==> src/inc/rdw_pkg.sv <==
// Constants and carrier types for the receive descriptor write-back block.
// Assumes a 16-bit control memory with 24-bit byte addresses.
package rdw_pkg;
  // Descriptor slot offsets (32-byte slot)
  localparam logic [4:0] OFS_STAT = 5'h00;
  localparam logic [4:0] OFS_CIRC = 5'h02;
  localparam logic [4:0] OFS_IDENT = 5'h04;
  localparam logic [4:0] OFS_BCNT = 5'h06;
  localparam logic [4:0] OFS_SAH = 5'h08;
  localparam logic [4:0] OFS_SAL = 5'h0A;
  localparam logic [4:0] OFS_DMAH = 5'h0C;
  localparam logic [4:0] OFS_DMAL = 5'h0E;
  localparam logic [4:0] OFS_CRCH = 5'h10;
  localparam logic [4:0] OFS_CRCL = 5'h12;
  localparam logic [4:0] OFS_AGE = 5'h14;
  // Status word bit positions
  localparam int B_INPROG = 15;
  localparam int B_LOOKUP = 14;
  localparam int B_SIZE = 12;
  localparam int B_SEQ = 7;
  localparam int B_CONG = 6;
  localparam int B_ENDFLT = 5;
  localparam int B_AGE = 2;
  localparam int B_OVR = 1;
  localparam int B_QUAL = 0;
  // Keeps mode bit 12 only; reserved bits forced low
  localparam logic [15:0] MODE_KEEP = 16'h1000;
  // APB byte offsets
  localparam logic [7:0] A_BASE = 8'h00;
  localparam logic [7:0] A_SLIM = 8'h04;
  localparam logic [7:0] A_LLIM = 8'h08;
  localparam logic [7:0] A_LLEN = 8'h0C;
  localparam logic [7:0] A_CTRL = 8'h10;
  localparam logic [7:0] A_STAT = 8'h14;
  localparam logic [15:0] WORD_BYTES = 16'h0004;
  localparam logic [7:0] AGE_INIT = 8'h00;
  localparam logic [7:0] AGE_MAX = 8'hFF;
  localparam logic [2:0] RD_LAST = 3'h2;
  localparam logic [2:0] WR_LAST = 3'h6;
  typedef enum logic [4:0] {
    ST_IDLE = 5'h01,
    ST_READ = 5'h02,
    ST_WRITE = 5'h04,
    ST_RUN = 5'h08,
    ST_PKT = 5'h10
  } rdw_st_t;
  typedef struct packed {
    logic req;
    logic we;
    logic [23:0] addr;
    logic [15:0] wdata;
  } rdw_cm_t;
  typedef struct packed {
    logic we;
    logic [31:0] addr;
    logic [31:0] data;
  } rdw_pm_t;
  typedef struct packed {
    rdw_st_t st;
    logic [5:0] base;
    logic [15:0] slim;
    logic [15:0] llim;
    logic [15:0] llen;
    logic en;
    logic zero_seen;
    logic [12:0] desc;
    logic [15:0] circ;
    logic [15:0] ident;
    logic [15:0] stat;
    logic [31:0] sa;
    logic [31:0] dma;
    logic [31:0] crc;
    logic [15:0] bcnt;
    logic [15:0] used;
    logic [15:0] limit;
    logic [7:0] age;
    logic [2:0] idx;
    logic fin;
    rdw_cm_t cm;
    rdw_pm_t pm;
    logic start_rdy;
    logic cell_rdy;
    logic done;
    logic pready;
    logic pslverr;
    logic [31:0] prdata;
  } rdw_state_t;
endpackage : rdw_pkg

==> src/logic/rdw_engine.sv <==
// Receive descriptor handling: slot addressing, setup reads, packet
// word stores and final status write-back, with an APB register slave.
// Assumes cell events come from logic on MCLK_IN and memories ack once.
//
// Overview of operation
// One fixed 32-byte slot per descriptor
// Base gives six upper address bits only
// Descriptor numbers 1 to 8191 select slots
// Host never uses descriptor number zero
// Write circuit/ident, read start, update fields
// In-progress bit high, cleared before hand-back
// Host never writes the in-progress bit
// Bit 14 records lookup type
// Host bit 12 picks small or large
// Limits come from three size registers
// Bits 13 and 11:8 stay unused
// Bit 7 flags broken sequence at start
// Bit 6 flags congestion in any cell
// Bit 5 meaning follows qualifier bit
// Missing last cell: terminate, end error
// Flushed cell: terminate, flushed flag
// Store parameters and data per descriptor
// Bit 0 set on cell-level errors
// 8-bit age counter, overflow terminates
// DMA address from start, points past end
// Byte count counts down, finds overflow
// Final status in one single write
// Slot offsets 18H-1EH never touched
`timescale 1ns/100ps
`default_nettype none
module rdw_engine (
  input wire logic MCLK_IN,
  input wire logic RST_IN,
  input wire logic PSEL_IN,
  input wire logic PENABLE_IN,
  input wire logic PWRITE_IN,
  input wire logic [7:0] PADDR_IN,
  input wire logic [31:0] PWDATA_IN,
  output logic PREADY_OUT,
  output logic PSLVERR_OUT,
  output logic [31:0] PRDATA_OUT,
  input wire logic START_IN,
  input wire logic [12:0] START_DESC_IN,
  input wire logic [15:0] START_CIRC_IN,
  input wire logic [15:0] START_IDENT_IN,
  input wire logic START_LOOKUP_IN,
  input wire logic [3:0] START_SEQ_IN,
  input wire logic [3:0] START_PREV_SEQ_IN,
  output logic START_READY_OUT,
  input wire logic CELL_VALID_IN,
  input wire logic [31:0] CELL_DATA_IN,
  input wire logic CELL_CONG_IN,
  input wire logic CELL_LAST_IN,
  input wire logic [31:0] CELL_CRC_IN,
  output logic CELL_READY_OUT,
  input wire logic FLUSH_IN,
  input wire logic EOP_MISS_IN,
  input wire logic AGE_TICK_IN,
  output logic CM_REQ_OUT,
  output logic CM_WE_OUT,
  output logic [23:0] CM_ADDR_OUT,
  output logic [15:0] CM_WDATA_OUT,
  input wire logic CM_ACK_IN,
  input wire logic [15:0] CM_RDATA_IN,
  output logic PM_WE_OUT,
  output logic [31:0] PM_ADDR_OUT,
  output logic [31:0] PM_DATA_OUT,
  input wire logic PM_ACK_IN,
  output logic DONE_OUT,
  output logic [12:0] DONE_DESC_OUT
);

  ////////////////////////////////////////////////////////////////////////
  rdw_pkg::rdw_state_t cur_ff;
  rdw_pkg::rdw_state_t nxt_st;
  logic [4:0] rd_ofs;
  logic [4:0] wr_ofs;
  logic [15:0] wr_data;
  logic apb_hit;
  logic terminate;
  logic [15:0] err_bits;

  // Setup reads: mode word, then start address high and low
  always_comb begin
    case (cur_ff.idx)
      3'h0: rd_ofs = rdw_pkg::OFS_STAT;
      3'h1: rd_ofs = rdw_pkg::OFS_SAH;
      default: rd_ofs = rdw_pkg::OFS_SAL;
    endcase
  end

  // Write lists; status goes first on open, last on close
  always_comb begin
    case ({cur_ff.fin, cur_ff.idx})
      4'h0: begin
        wr_ofs = rdw_pkg::OFS_STAT;
        wr_data = cur_ff.stat;
      end
      4'h1: begin
        wr_ofs = rdw_pkg::OFS_CIRC;
        wr_data = cur_ff.circ;
      end
      4'h2: begin
        wr_ofs = rdw_pkg::OFS_IDENT;
        wr_data = cur_ff.ident;
      end
      4'h3, 4'h8: begin
        wr_ofs = rdw_pkg::OFS_BCNT;
        wr_data = cur_ff.bcnt;
      end
      4'h4, 4'h9: begin
        wr_ofs = rdw_pkg::OFS_DMAH;
        wr_data = cur_ff.dma[31:16];
      end
      4'h5, 4'hA: begin
        wr_ofs = rdw_pkg::OFS_DMAL;
        wr_data = cur_ff.dma[15:0];
      end
      4'hB: begin
        wr_ofs = rdw_pkg::OFS_CRCH;
        wr_data = cur_ff.crc[31:16];
      end
      4'hC: begin
        wr_ofs = rdw_pkg::OFS_CRCL;
        wr_data = cur_ff.crc[15:0];
      end
      4'h6, 4'hD: begin
        wr_ofs = rdw_pkg::OFS_AGE;
        wr_data = {8'h00, cur_ff.age};
      end
      default: begin
        wr_ofs = rdw_pkg::OFS_STAT;
        // Errors and cleared flag land together
        wr_data = cur_ff.stat & ~(16'h0001 << rdw_pkg::B_INPROG);
      end
    endcase
  end

  ////////////////////////////////////////////////////////////////////////
  // Termination causes, highest priority first
  always_comb begin
    terminate = 1'b1;
    err_bits = 16'h0000;
    if (FLUSH_IN) begin
      // Cell error: qualifier set, bit 5 reads as flushed
      err_bits = (16'h0001 << rdw_pkg::B_ENDFLT) | (16'h0001 << rdw_pkg::B_QUAL);
    end else if (EOP_MISS_IN) begin
      err_bits = 16'h0001 << rdw_pkg::B_ENDFLT;
    end else if (AGE_TICK_IN && cur_ff.age == rdw_pkg::AGE_MAX) begin
      err_bits = 16'h0001 << rdw_pkg::B_AGE;
    end else if (CELL_VALID_IN && cur_ff.cell_rdy &&
                 (cur_ff.bcnt < rdw_pkg::WORD_BYTES ||
                  cur_ff.used > cur_ff.limit - rdw_pkg::WORD_BYTES)) begin
      // Word would not fit: dropped, packet closed
      err_bits = 16'h0001 << rdw_pkg::B_OVR;
    end else begin
      terminate = 1'b0;
    end
  end

  assign apb_hit = PSEL_IN && PENABLE_IN && !cur_ff.pready;

  ////////////////////////////////////////////////////////////////////////
  always_comb begin
    nxt_st = cur_ff;
    nxt_st.done = 1'b0;
    nxt_st.pready = 1'b0;
    nxt_st.pslverr = 1'b0;
    // APB: one wait state so read data comes from a flop
    if (apb_hit) begin
      nxt_st.pready = 1'b1;
      nxt_st.pslverr = 1'b0;
      nxt_st.prdata = 32'h0000_0000;
      case (PADDR_IN)
        rdw_pkg::A_BASE: nxt_st.prdata = {26'h0, cur_ff.base};
        rdw_pkg::A_SLIM: nxt_st.prdata = {16'h0, cur_ff.slim};
        rdw_pkg::A_LLIM: nxt_st.prdata = {16'h0, cur_ff.llim};
        rdw_pkg::A_LLEN: nxt_st.prdata = {16'h0, cur_ff.llen};
        rdw_pkg::A_CTRL: nxt_st.prdata = {31'h0, cur_ff.en};
        rdw_pkg::A_STAT: begin
          nxt_st.prdata = {3'h0, cur_ff.desc, 14'h0, cur_ff.zero_seen, cur_ff.st[0]};
        end
        default: nxt_st.pslverr = 1'b1;
      endcase
    end
    if (PSEL_IN && PENABLE_IN && cur_ff.pready && PWRITE_IN) begin
      case (PADDR_IN)
        rdw_pkg::A_BASE: nxt_st.base = PWDATA_IN[5:0];
        rdw_pkg::A_SLIM: nxt_st.slim = PWDATA_IN[15:0];
        rdw_pkg::A_LLIM: nxt_st.llim = PWDATA_IN[15:0];
        rdw_pkg::A_LLEN: nxt_st.llen = PWDATA_IN[15:0];
        rdw_pkg::A_CTRL: nxt_st.en = PWDATA_IN[0];
        rdw_pkg::A_STAT: begin
          if (PWDATA_IN[1]) begin
            nxt_st.zero_seen = 1'b0;
          end
        end
        default: nxt_st.en = cur_ff.en;
      endcase
    end
    nxt_st.pm.we = cur_ff.pm.we && !PM_ACK_IN;
    case (cur_ff.st)
      rdw_pkg::ST_IDLE: begin
        if (START_IN && cur_ff.start_rdy) begin
          if (START_DESC_IN == 13'h0000) begin
            // Slot zero left alone; set wins over clear
            nxt_st.zero_seen = 1'b1;
          end else begin
            nxt_st.desc = START_DESC_IN;
            nxt_st.circ = START_CIRC_IN;
            nxt_st.ident = START_IDENT_IN;
            nxt_st.stat = 16'h0000;
            nxt_st.stat[rdw_pkg::B_INPROG] = 1'b1;
            nxt_st.stat[rdw_pkg::B_LOOKUP] = START_LOOKUP_IN;
            nxt_st.stat[rdw_pkg::B_SEQ] = (START_SEQ_IN != START_PREV_SEQ_IN + 4'h1);
            nxt_st.age = rdw_pkg::AGE_INIT;
            nxt_st.used = 16'h0000;
            nxt_st.crc = 32'h0000_0000;
            nxt_st.idx = 3'h0;
            nxt_st.fin = 1'b0;
            nxt_st.st = rdw_pkg::ST_READ;
          end
        end
      end
      rdw_pkg::ST_READ: begin
        if (!cur_ff.cm.req) begin
          nxt_st.cm.req = 1'b1;
          nxt_st.cm.we = 1'b0;
          nxt_st.cm.addr = {cur_ff.base, cur_ff.desc, rd_ofs};
        end else if (CM_ACK_IN) begin
          nxt_st.cm.req = 1'b0;
          nxt_st.idx = cur_ff.idx + 3'h1;
          case (cur_ff.idx)
            3'h0: begin
              // Only the host size bit survives; reserved bits held low
              nxt_st.stat = cur_ff.stat | (CM_RDATA_IN & rdw_pkg::MODE_KEEP);
              nxt_st.bcnt = CM_RDATA_IN[rdw_pkg::B_SIZE] ? cur_ff.llen : cur_ff.slim;
              nxt_st.limit = CM_RDATA_IN[rdw_pkg::B_SIZE] ? cur_ff.llim : cur_ff.slim;
            end
            3'h1: nxt_st.sa[31:16] = CM_RDATA_IN;
            default: begin
              nxt_st.sa[15:0] = CM_RDATA_IN;
              nxt_st.dma = {cur_ff.sa[31:16], CM_RDATA_IN};
            end
          endcase
          if (cur_ff.idx == rdw_pkg::RD_LAST) begin
            nxt_st.idx = 3'h0;
            nxt_st.st = rdw_pkg::ST_WRITE;
          end
        end
      end
      rdw_pkg::ST_WRITE: begin
        if (!cur_ff.cm.req) begin
          nxt_st.cm.req = 1'b1;
          nxt_st.cm.we = 1'b1;
          nxt_st.cm.addr = {cur_ff.base, cur_ff.desc, wr_ofs};
          nxt_st.cm.wdata = wr_data;
        end else if (CM_ACK_IN) begin
          nxt_st.cm.req = 1'b0;
          nxt_st.idx = cur_ff.idx + 3'h1;
          if (cur_ff.idx == rdw_pkg::WR_LAST) begin
            nxt_st.idx = 3'h0;
            nxt_st.st = cur_ff.fin ? rdw_pkg::ST_IDLE : rdw_pkg::ST_RUN;
            nxt_st.done = cur_ff.fin;
          end
        end
      end
      rdw_pkg::ST_RUN: begin
        if (AGE_TICK_IN) begin
          nxt_st.age = cur_ff.age + 8'h01;
        end
        if (CELL_VALID_IN && CELL_CONG_IN) begin
          nxt_st.stat[rdw_pkg::B_CONG] = 1'b1;
        end
        if (terminate) begin
          nxt_st.stat = nxt_st.stat | err_bits;
          nxt_st.fin = 1'b1;
          nxt_st.st = rdw_pkg::ST_WRITE;
        end else if (CELL_VALID_IN) begin
          nxt_st.pm.we = 1'b1;
          nxt_st.pm.addr = cur_ff.dma;
          nxt_st.pm.data = CELL_DATA_IN;
          nxt_st.fin = CELL_LAST_IN;
          nxt_st.crc = CELL_CRC_IN;
          nxt_st.st = rdw_pkg::ST_PKT;
        end
      end
      rdw_pkg::ST_PKT: begin
        if (PM_ACK_IN) begin
          nxt_st.dma = cur_ff.dma + 32'h0000_0001;
          nxt_st.bcnt = cur_ff.bcnt - rdw_pkg::WORD_BYTES;
          nxt_st.used = cur_ff.used + rdw_pkg::WORD_BYTES;
          nxt_st.st = cur_ff.fin ? rdw_pkg::ST_WRITE : rdw_pkg::ST_RUN;
        end
      end
      default: nxt_st.st = rdw_pkg::ST_IDLE;
    endcase
    nxt_st.start_rdy = (nxt_st.st == rdw_pkg::ST_IDLE) && nxt_st.en;
    nxt_st.cell_rdy = (nxt_st.st == rdw_pkg::ST_RUN);
  end

  ////////////////////////////////////////////////////////////////////////
  always_ff @(posedge MCLK_IN) begin
    if (RST_IN) begin
      cur_ff <= '0;
      cur_ff.st <= rdw_pkg::ST_IDLE;
    end else begin
      cur_ff <= nxt_st;
    end
  end

  assign PREADY_OUT = cur_ff.pready;
  assign PSLVERR_OUT = cur_ff.pslverr;
  assign PRDATA_OUT = cur_ff.prdata;
  assign START_READY_OUT = cur_ff.start_rdy;
  assign CELL_READY_OUT = cur_ff.cell_rdy;
  assign CM_REQ_OUT = cur_ff.cm.req;
  assign CM_WE_OUT = cur_ff.cm.we;
  assign CM_ADDR_OUT = cur_ff.cm.addr;
  assign CM_WDATA_OUT = cur_ff.cm.wdata;
  assign PM_WE_OUT = cur_ff.pm.we;
  assign PM_ADDR_OUT = cur_ff.pm.addr;
  assign PM_DATA_OUT = cur_ff.pm.data;
  assign DONE_OUT = cur_ff.done;
  assign DONE_DESC_OUT = cur_ff.desc;

endmodule : rdw_engine
`default_nettype wire

==> config.mk <==
export PLATFORM = sky130hd
export DESIGN_NAME = rdw_engine
export DESIGN_NICKNAME = d
export VERILOG_FILES = /design/src/inc/rdw_pkg.sv /design/src/logic/rdw_engine.sv
export SDC_FILE = /design/constraint.sdc
export NUM_CORES = 1
export LEC_CHECK = 0
export BUFFER_PORTS_ARGS = -buffer_cell sky130_fd_sc_hd__buf_2
export CORE_MARGIN = 2
export CORE_UTILIZATION = 40
export CTS_CLUSTER_DIAMETER = 200
export DETAILED_ROUTE_END_ITERATION = 16
export GPL_TIMING_DRIVEN = 0
export PLACE_DENSITY = 0.63
export SETUP_SLACK_MARGIN = 0.5
export SKIP_CTS_REPAIR_TIMING = 1
export SYNTH_ARGS = -nofsm -noshare
export SYNTH_HDL_FRONTEND = slang
export SYNTH_SLANG_ARGS = --single-unit
==> constraint.sdc <==
create_clock -name MCLK_IN -period 7.89 [get_ports MCLK_IN]
set_clock_uncertainty 0.1 [all_clocks]
set_input_delay 0.789 -clock MCLK_IN [delete_from_list [all_inputs] [get_ports MCLK_IN]]
set_output_delay 0.789 -clock MCLK_IN [all_outputs]
set_load 0.02 [all_outputs]
==> results of run 1 <==
-- where the power goes --
group          internal [uW]  total (uW)  switching, uW
registers               1990        1990           2.51
clock network           1330        2200            870
logic                   65.8         182            116
-- worst max-delay path: stages (launching register included) --
cell	delay, ns
sky130_fd_sc_hd__dfxtp_1	0.35
sky130_fd_sc_hd__nor4_1	0.37
sky130_fd_sc_hd__nand2_1	0.12
sky130_fd_sc_hd__or4_1	0.48
sky130_fd_sc_hd__nor3_1	0.29
sky130_fd_sc_hd__xnor2_1	0.13
sky130_fd_sc_hd__ha_1	0.33
sky130_fd_sc_hd__nand4_1	0.13
sky130_fd_sc_hd__nor2_1	0.20
sky130_fd_sc_hd__a41oi_1	0.20
sky130_fd_sc_hd__o31ai_2	0.10
sky130_fd_sc_hd__buf_4	0.24
sky130_fd_sc_hd__clkbuf_1	0.47
sky130_fd_sc_hd__clkbuf_1	0.37
sky130_fd_sc_hd__nand4b_1	0.24
sky130_fd_sc_hd__o21ai_0	0.13
-- logic make-up (layout without fill, tap and decap cells) --
logic type      after synthesis  count (layout)  synth area share
compound gates              584             584             0.189
xor+xnor                     37              37            0.0168
fa+ha+maj                    20              20            0.0130
buf+inv                     344             746            0.0996
flops                       393             393             0.408
mux                          51              51            0.0268
other cells                   1               7          0.000195
simple gates                922             922             0.246
-- cell type report --
cell class              count  area [sq um]
multi-input cells        1618          9500
inverters                  13          48.8
fillers                  4707         24400
diodes                      3          7.51
flip-flops and latches    393          7870
plain buffers             331          1870
well taps                 615           769
clock buffers              68          1340
clock inverters            12           196
repair buffers            322          1610
-- Yosys cell counts (44+ instances only) --
library cell,n,area share
sky130_fd_sc_hd__nor2_1,197,0.038
sky130_fd_sc_hd__nand4b_1,96,0.044
sky130_fd_sc_hd__a211oi_1,47,0.018
sky130_fd_sc_hd__o21ai_0,135,0.035
sky130_fd_sc_hd__nand2_1,334,0.065
sky130_fd_sc_hd__dfxtp_1,393,0.41
sky130_fd_sc_hd__clkbuf_1,137,0.027
sky130_fd_sc_hd__mux2i_1,46,0.024
sky130_fd_sc_hd__a21oi_1,205,0.053
sky130_fd_sc_hd__a22oi_1,48,0.019
sky130_fd_sc_hd__buf_4,154,0.060
sky130_fd_sc_hd__nor3_1,44,0.011
sky130_fd_sc_hd__nand2b_1,79,0.026
-- flip-flops by register name (all words and copies together), names as in the netlist --
name and count:
DONE_DESC_OUT 13, PM_WE_OUT 1, PM_DATA_OUT 32, DONE_OUT 1
cur_ff 240, CELL_READY_OUT 1, CM_REQ_OUT 1, CM_ADDR_OUT 23
START_READY_OUT 1, CM_WDATA_OUT 16, PRDATA_OUT 29, PM_ADDR_OUT 32
PSLVERR_OUT 1, CM_WE_OUT 1, PREADY_OUT 1
-- metal layers --
metal	vias to the layer above	global-route usage	wire, um
met5	-	0	26
met4	4	0.127	3310
met3	193	0.0545	5950
met2	966	0.458	33100
met1	9287	0.367	30700
li1	8968	-	-
-- through the flow --
stage                     hold WS (ns)  worst slack (ns)  total power, uW  instance area, sq um
after floorplan                  0.325              4.33             2110                 19300
after global placement           0.342              2.77             2210                 21600
after detailed placement         0.347              3.67             2210                 21700
after CTS                        0.308              3.64             4400                 23200
after global routing             0.324              3.20             4490                 23200
final                            0.330              3.57             4380                 23200
-- how the worst min path moves through the flow --
stage,end,cells past startpoint,start
final,cur_ff[322]$_SDFFE_PP0P_,3,START_IDENT_IN[6]
after global routing,cur_ff[338]$_SDFFE_PP0P_,3,START_CIRC_IN[6]
after CTS,cur_ff[322]$_SDFFE_PP0P_,3,START_IDENT_IN[6]
after detailed placement,PRDATA_OUT[5]$_SDFFE_PP0P_,2,PRDATA_OUT[5]$_SDFFE_PP0P_
after global placement,cur_ff[318]$_SDFFE_PP0P_,2,cur_ff[318]$_SDFFE_PP0P_
after floorplan,cur_ff[305]$_SDFFE_PP0P_,2,cur_ff[305]$_SDFFE_PP0P_
==> impl_results.md, run 1 <==
- Routed wire length: approximately 73 mm
- H-tree level count: 2
- Commonest cells after routing, fill and taps aside: sky130_fd_sc_hd__dfxtp_1, sky130_fd_sc_hd__buf_2, sky130_fd_sc_hd__nand2_1, sky130_fd_sc_hd__a21oi_1, sky130_fd_sc_hd__nor2_1
- Sink count of the clock tree: 393
- Max frequency: 0.232 GHz
- Total grt overflow: 0
- Clk Latency, worst-skew pair: between 0.5 and 0.6 ns
- Seq/Total Area, Yosys: 0.408
- Number of endpoints with negative hold slack in the final report: 0
- Worst-case reg-to-reg path depth: 15
- Reg2reg setup slack: 3.57 ns
- Total number of nets in the final design: slightly below 3,000
- Fraction of the cycle the final worst path needs: 0.547
- Slew @ Worst Pin: 1.30 ns
- Fraction of synthesis flops using an asynchronous set or reset pin: 0
- Setup TNS: 0 ns
- Number of antenna violations at the first check in global routing: 4
- First-pass GRT wire length: 109 mm
- Required time worst endpoint: 8.30 ns
- Largest fanout of any net on the critical path: 10
- Max rail drop VDD: 151 uV
- Vias in the first global route: 18,500
- Buffer type at the clock tree root: sky130_fd_sc_hd__clkbuf_16
- Result of the run: complete, no violations
- Number of synthesized register bits: 393
- Worst reg2reg startpoint: cur_ff[160]$_SDFFE_PP0P_
- Largest net degree at the start of global routing: 14
- Min Clock Period, post-route: ~4.3 ns
- HPWL Detailed: 55.5 mm
- Worst slew margin: 0.124
- Number of input and output port buffers inserted: 321
- Count of max-cap constraint violations: 0
- Max-slew violation total from the final report: 0
- Hold Path Class: in -> reg
- DIE WIDTH: 223 um
- Area growth syn-to-layout: 20.5%
- Arrival time of data at the critical path endpoint: 4.73 ns
- Most instantiated flip-flop cell in the synthesis netlist: sky130_fd_sc_hd__dfxtp_1
- Clock slew at the register clock pins of the worst setup and hold paths: 0.06 ns
- Number of enable flip-flop cells after synthesis: 0
- Total number of vias: 19,400
- Number of unique standard cell types used by synthesis: 74
- Overall fraction of global-route tracks in use: 0.283
- Post-placement cell count: around 3,300
- Number of design-rule violations left by the first detailed-router iteration: 1,901
- Number of optimization iterations in the first detailed-route pass: 6
- Average footprint of a synthesized cell: between 8 and 9 sq um
- Worst Path Class, Setup: reg -> reg
- Share of layout cells above drive strength 1: 0.224
- TritonCTS buffer count: 45
- CTS tree: built
- Leakage power: 0.00895 uW
- Vertical die dimension: 223 um
- Launching element of the worst setup path: cur_ff[160]$_SDFFE_PP0P_
- Detailed-route DRC error count: 0
- Number of warnings reported in the yosys synthesis log: 0
- Nature of the critical path endpoint: flop
- Core Area: 47,600 sq um
- Cell Rows: 80
- FF-to-FF End: cur_ff[205]$_SDFFE_PP0P_
- Ratio of total power to cell area: 189 nW/um^2
- Last weighted congestion value of the routability-driven placer: 0.917
- Launching element type of the critical path: flop
- Final Instance Count excl. Fillers: about 3,400
- Top-level I/O count: 345
- Wire length per cell: approximately 22 um
- Most frequent standard cell in the layout excluding fill and tap cells: sky130_fd_sc_hd__dfxtp_1
- Post-synthesis instance area: 19,300 sq um
- Post-Synthesis Cells: about 2,400
- Final core utilization: 0.487
- Effective utilization at floorplan: 0.404
- Floorplan die area: 49,900 sq um
- Count of antenna-violating nets left after detailed routing: 0
- Count of final setup violators: 0
- Buffer levels on the longest clock path: 3
- Endpoint of the most critical setup path: cur_ff[205]$_SDFFE_PP0P_
- RSZ-0062 raised after global routing: false
- Routed vias/inst: 5.75
Note: power is estimated with default switching activity, not from simulation.
==> inputs of run 2 (changes only) <==
- clock period: 7.89 -> 4.4 ns (I/O delays scaled with it)
==> run 2 against run 1 <==
Net effect:
- non-clock buffer count up 8
- setup slack worse by 2.9 ns
- routed wire length up 0.18%
- power up 79%
- core utilization up 0.28 points
- via count down 0.10%
- critical endpoint is now cur_ff[421]$_SDFF_PP0_
- critical path type unchanged
- critical path depth down 1
- global-route usage unchanged
- cell count up 0.27%
- sequential cell count unchanged
- design area up 0.58%
==> impl_results.md, run 2 (synthesis results as in run 1) <==
- Result of the run: complete, no violations (unchanged)
- Max rail drop VDD: 270 uV (was 151 uV)
- Worst-case reg-to-reg path depth: 14 (was 15)
- Reg2reg setup slack: 0.70 ns (was 3.57 ns)
- Total grt overflow: 0 (unchanged)
- Area growth syn-to-layout: 21.2% (was 20.5%)
- Clk Latency, worst-skew pair: 0.59 ns (about the same)
- Min Clock Period, post-route: 3.70 ns (was 4.32 ns)
- Effective utilization at floorplan: 0.404 (unchanged)
- Count of max-cap constraint violations: 0 (unchanged)
- Hold Path Class: in -> reg (unchanged)
- Core Area: 47,600 sq um (unchanged)
- Cell Rows: 80 (unchanged)
- Max reg flops: 240 (unchanged)
- Required time worst endpoint: 4.82 ns (was 8.30 ns)
- Count of final setup violators: 0 (unchanged)
- Worst Path Class, Setup: reg -> reg (unchanged)
- Top-level I/O count: 345 (unchanged)
- Last weighted congestion value of the routability-driven placer: 0.917 (unchanged)
- Vertical die dimension: 223 um (unchanged)
- Number of stages on the worst hold path: 3 (unchanged)
- Overall fraction of global-route tracks in use: 0.283 (unchanged)
- DIE WIDTH: 223 um (unchanged)
- HPWL Detailed: 55.5 mm (unchanged)
- Critical hold path startpoint: START_IDENT_IN[7] (was START_IDENT_IN[6])
- Arrival time of data at the critical path endpoint: 4.13 ns (was 4.73 ns)
- Clock slew at the register clock pins of the worst setup and hold paths: 0.06 ns (about the same)
- Max frequency: 0.270 GHz (was 0.232 GHz)
- Share of layout cells above drive strength 1: 0.229 (was 0.224)
- Total cell area at the placement stage: 21,700 sq um (unchanged)
- CTS tree: built (unchanged)
- Slew @ Worst Pin: 1.29 ns (was 1.30 ns)
- Launching element type of the critical path: flop (unchanged)
- FF-to-FF End: cur_ff[421]$_SDFF_PP0_ (was cur_ff[205]$_SDFFE_PP0P_)
- Final Instance Count excl. Fillers: 3,384 (was 3,375)
- Number of input and output port buffers inserted: 321 (unchanged)
- Sink count of the clock tree: 393 (unchanged)
- Number of antenna violations at the first check in global routing: 4 (unchanged)
- Post-placement cell count: 3,292 (unchanged)
- Count of antenna-violating nets left after detailed routing: 0 (unchanged)
- Worst slew margin: 0.135 (was 0.124)
- Design Area, Final: 23,300 sq um (was 23,200 sq um)
- Wire length per cell: 21.6 um (was 21.7 um)
- Floorplan die area: 49,900 sq um (unchanged)
- Most frequent standard cell in the layout excluding fill and tap cells: sky130_fd_sc_hd__dfxtp_1 (unchanged)
- Total Power Consumption: 7850 uW (was 4380 uW)
- Ratio of total power to cell area: 336 nW/um^2 (was 189 nW/um^2)
- First-pass GRT wire length: 109 mm (unchanged)
- Hold Slack: 0.00101 ns (was 0.330 ns)
- Fraction of the cycle the final worst path needs: 0.841 (was 0.547)
- Register with the highest flop count: cur_ff (unchanged)
- Vias in the first global route: 18,500 (unchanged)
- Total number of nets in the final design: 2,940 (was 2,932)
- Leakage power: 0.00902 uW (was 0.00895 uW)
- Routed wire length: 73.2 mm (was 73.1 mm)
- Commonest cells after routing, fill and taps aside: sky130_fd_sc_hd__dfxtp_1, sky130_fd_sc_hd__buf_2, sky130_fd_sc_hd__nand2_1, sky130_fd_sc_hd__a21oi_1, sky130_fd_sc_hd__nor2_1 (unchanged)
- Nature of the critical path endpoint: flop (unchanged)
- Detailed-route DRC error count: 0 (unchanged)
- Largest net degree at the start of global routing: 14 (unchanged)
- Buffer type at the clock tree root: sky130_fd_sc_hd__clkbuf_16 (unchanged)
- Number of design-rule violations left by the first detailed-router iteration: 1,912 (was 1,901)
- H-tree level count: 2 (unchanged)
- Routed vias/inst: 5.73 (was 5.75)
- Largest fanout of any net on the critical path: 10 (unchanged)
- Number of endpoints with negative hold slack in the final report: 0 (unchanged)
- TritonCTS buffer count: 45 (unchanged)
- Max-slew violation total from the final report: 0 (unchanged)
- Number of optimization iterations in the first detailed-route pass: 7 (was 6)
- Total number of vias: 19,400 (about the same)
- Worst reg2reg startpoint: cur_ff[163]$_SDFFE_PP0P_ (was cur_ff[160]$_SDFFE_PP0P_)
- RSZ-0062 raised after global routing: true (was false)
- Buffer levels on the longest clock path: 3 (unchanged)
- End of the worst hold path: cur_ff[323]$_SDFFE_PP0P_ (was cur_ff[322]$_SDFFE_PP0P_)
==> run 2: power by group <==
part           internal (uW)  total (uW)  leakage [uW]  switching [uW]
Clock                   2390        3950      0.000760            1550
Sequential              3570        3570       0.00317            4.58
Combinational            123         332       0.00510             209
==> run 2: metrics by stage <==
stage	setup slack, ns	setup TNS (ns)	utilization
3_5_place_dp	0.178	0	0.455
2_1_floorplan	0.845	0	-
6_report	0.698	0	0.490
5_1_grt	0.438	0	0.490
3_3_place_gp	-0.717	-49.80	0.454
4_1_cts	0.150	0	0.487
==> run 2: worst max-delay path by stage <==
stage,from,endpoint
detailed placement,cur_ff[160]$_SDFFE_PP0P_,cur_ff[204]$_SDFFE_PP0P_
floorplan,cur_ff[160]$_SDFFE_PP0P_,PM_ADDR_OUT[10]$_SDFFE_PP0P_
CTS,cur_ff[160]$_SDFFE_PP0P_,cur_ff[205]$_SDFFE_PP0P_
global route,cur_ff[163]$_SDFFE_PP0P_,cur_ff[205]$_SDFFE_PP0P_
global placement,cur_ff[160]$_SDFFE_PP0P_,PM_DATA_OUT[31]$_SDFFE_PP0P_
finish,cur_ff[163]$_SDFFE_PP0P_,cur_ff[421]$_SDFF_PP0_
==> run 2: final cells by class <==
cell class	instances	area, sq um
flip-flops and latches	393	7870
plain buffers	331	1900
clock buffers	68	1340
repair buffers	330	1700
clock inverters	12	196
multi-input cells	1618	9510
fillers	4703	24300
well taps	615	769
inverters	13	48.8
diodes	4	10.0
==> run 2: critical path: stages (launching register included) <==
cell and delay [ns]:
sky130_fd_sc_hd__dfxtp_1 0.34, sky130_fd_sc_hd__nor4_2 0.32, sky130_fd_sc_hd__nand2_1 0.11, sky130_fd_sc_hd__or4_1 0.49, sky130_fd_sc_hd__nor3_2 0.21, sky130_fd_sc_hd__xnor2_1 0.16
sky130_fd_sc_hd__ha_1 0.30, sky130_fd_sc_hd__nand4_1 0.14, sky130_fd_sc_hd__nor2_2 0.07, sky130_fd_sc_hd__o21a_1 0.12, sky130_fd_sc_hd__o31ai_2 0.27, sky130_fd_sc_hd__buf_6 0.20
sky130_fd_sc_hd__clkbuf_1 0.45, sky130_fd_sc_hd__a21oi_1 0.21, sky130_fd_sc_hd__nor2_1 0.13
==> run 2: routing by layer <==
| layer | global-route usage | part of all wire |
|---|---|---|
| met1 | 0.367 | 0.42 |
| met2 | 0.458 | 0.45 |
| met3 | 0.0545 | 0.080 |
| met4 | 0.127 | 0.045 |
| met5 | 0 | 0.00036 |
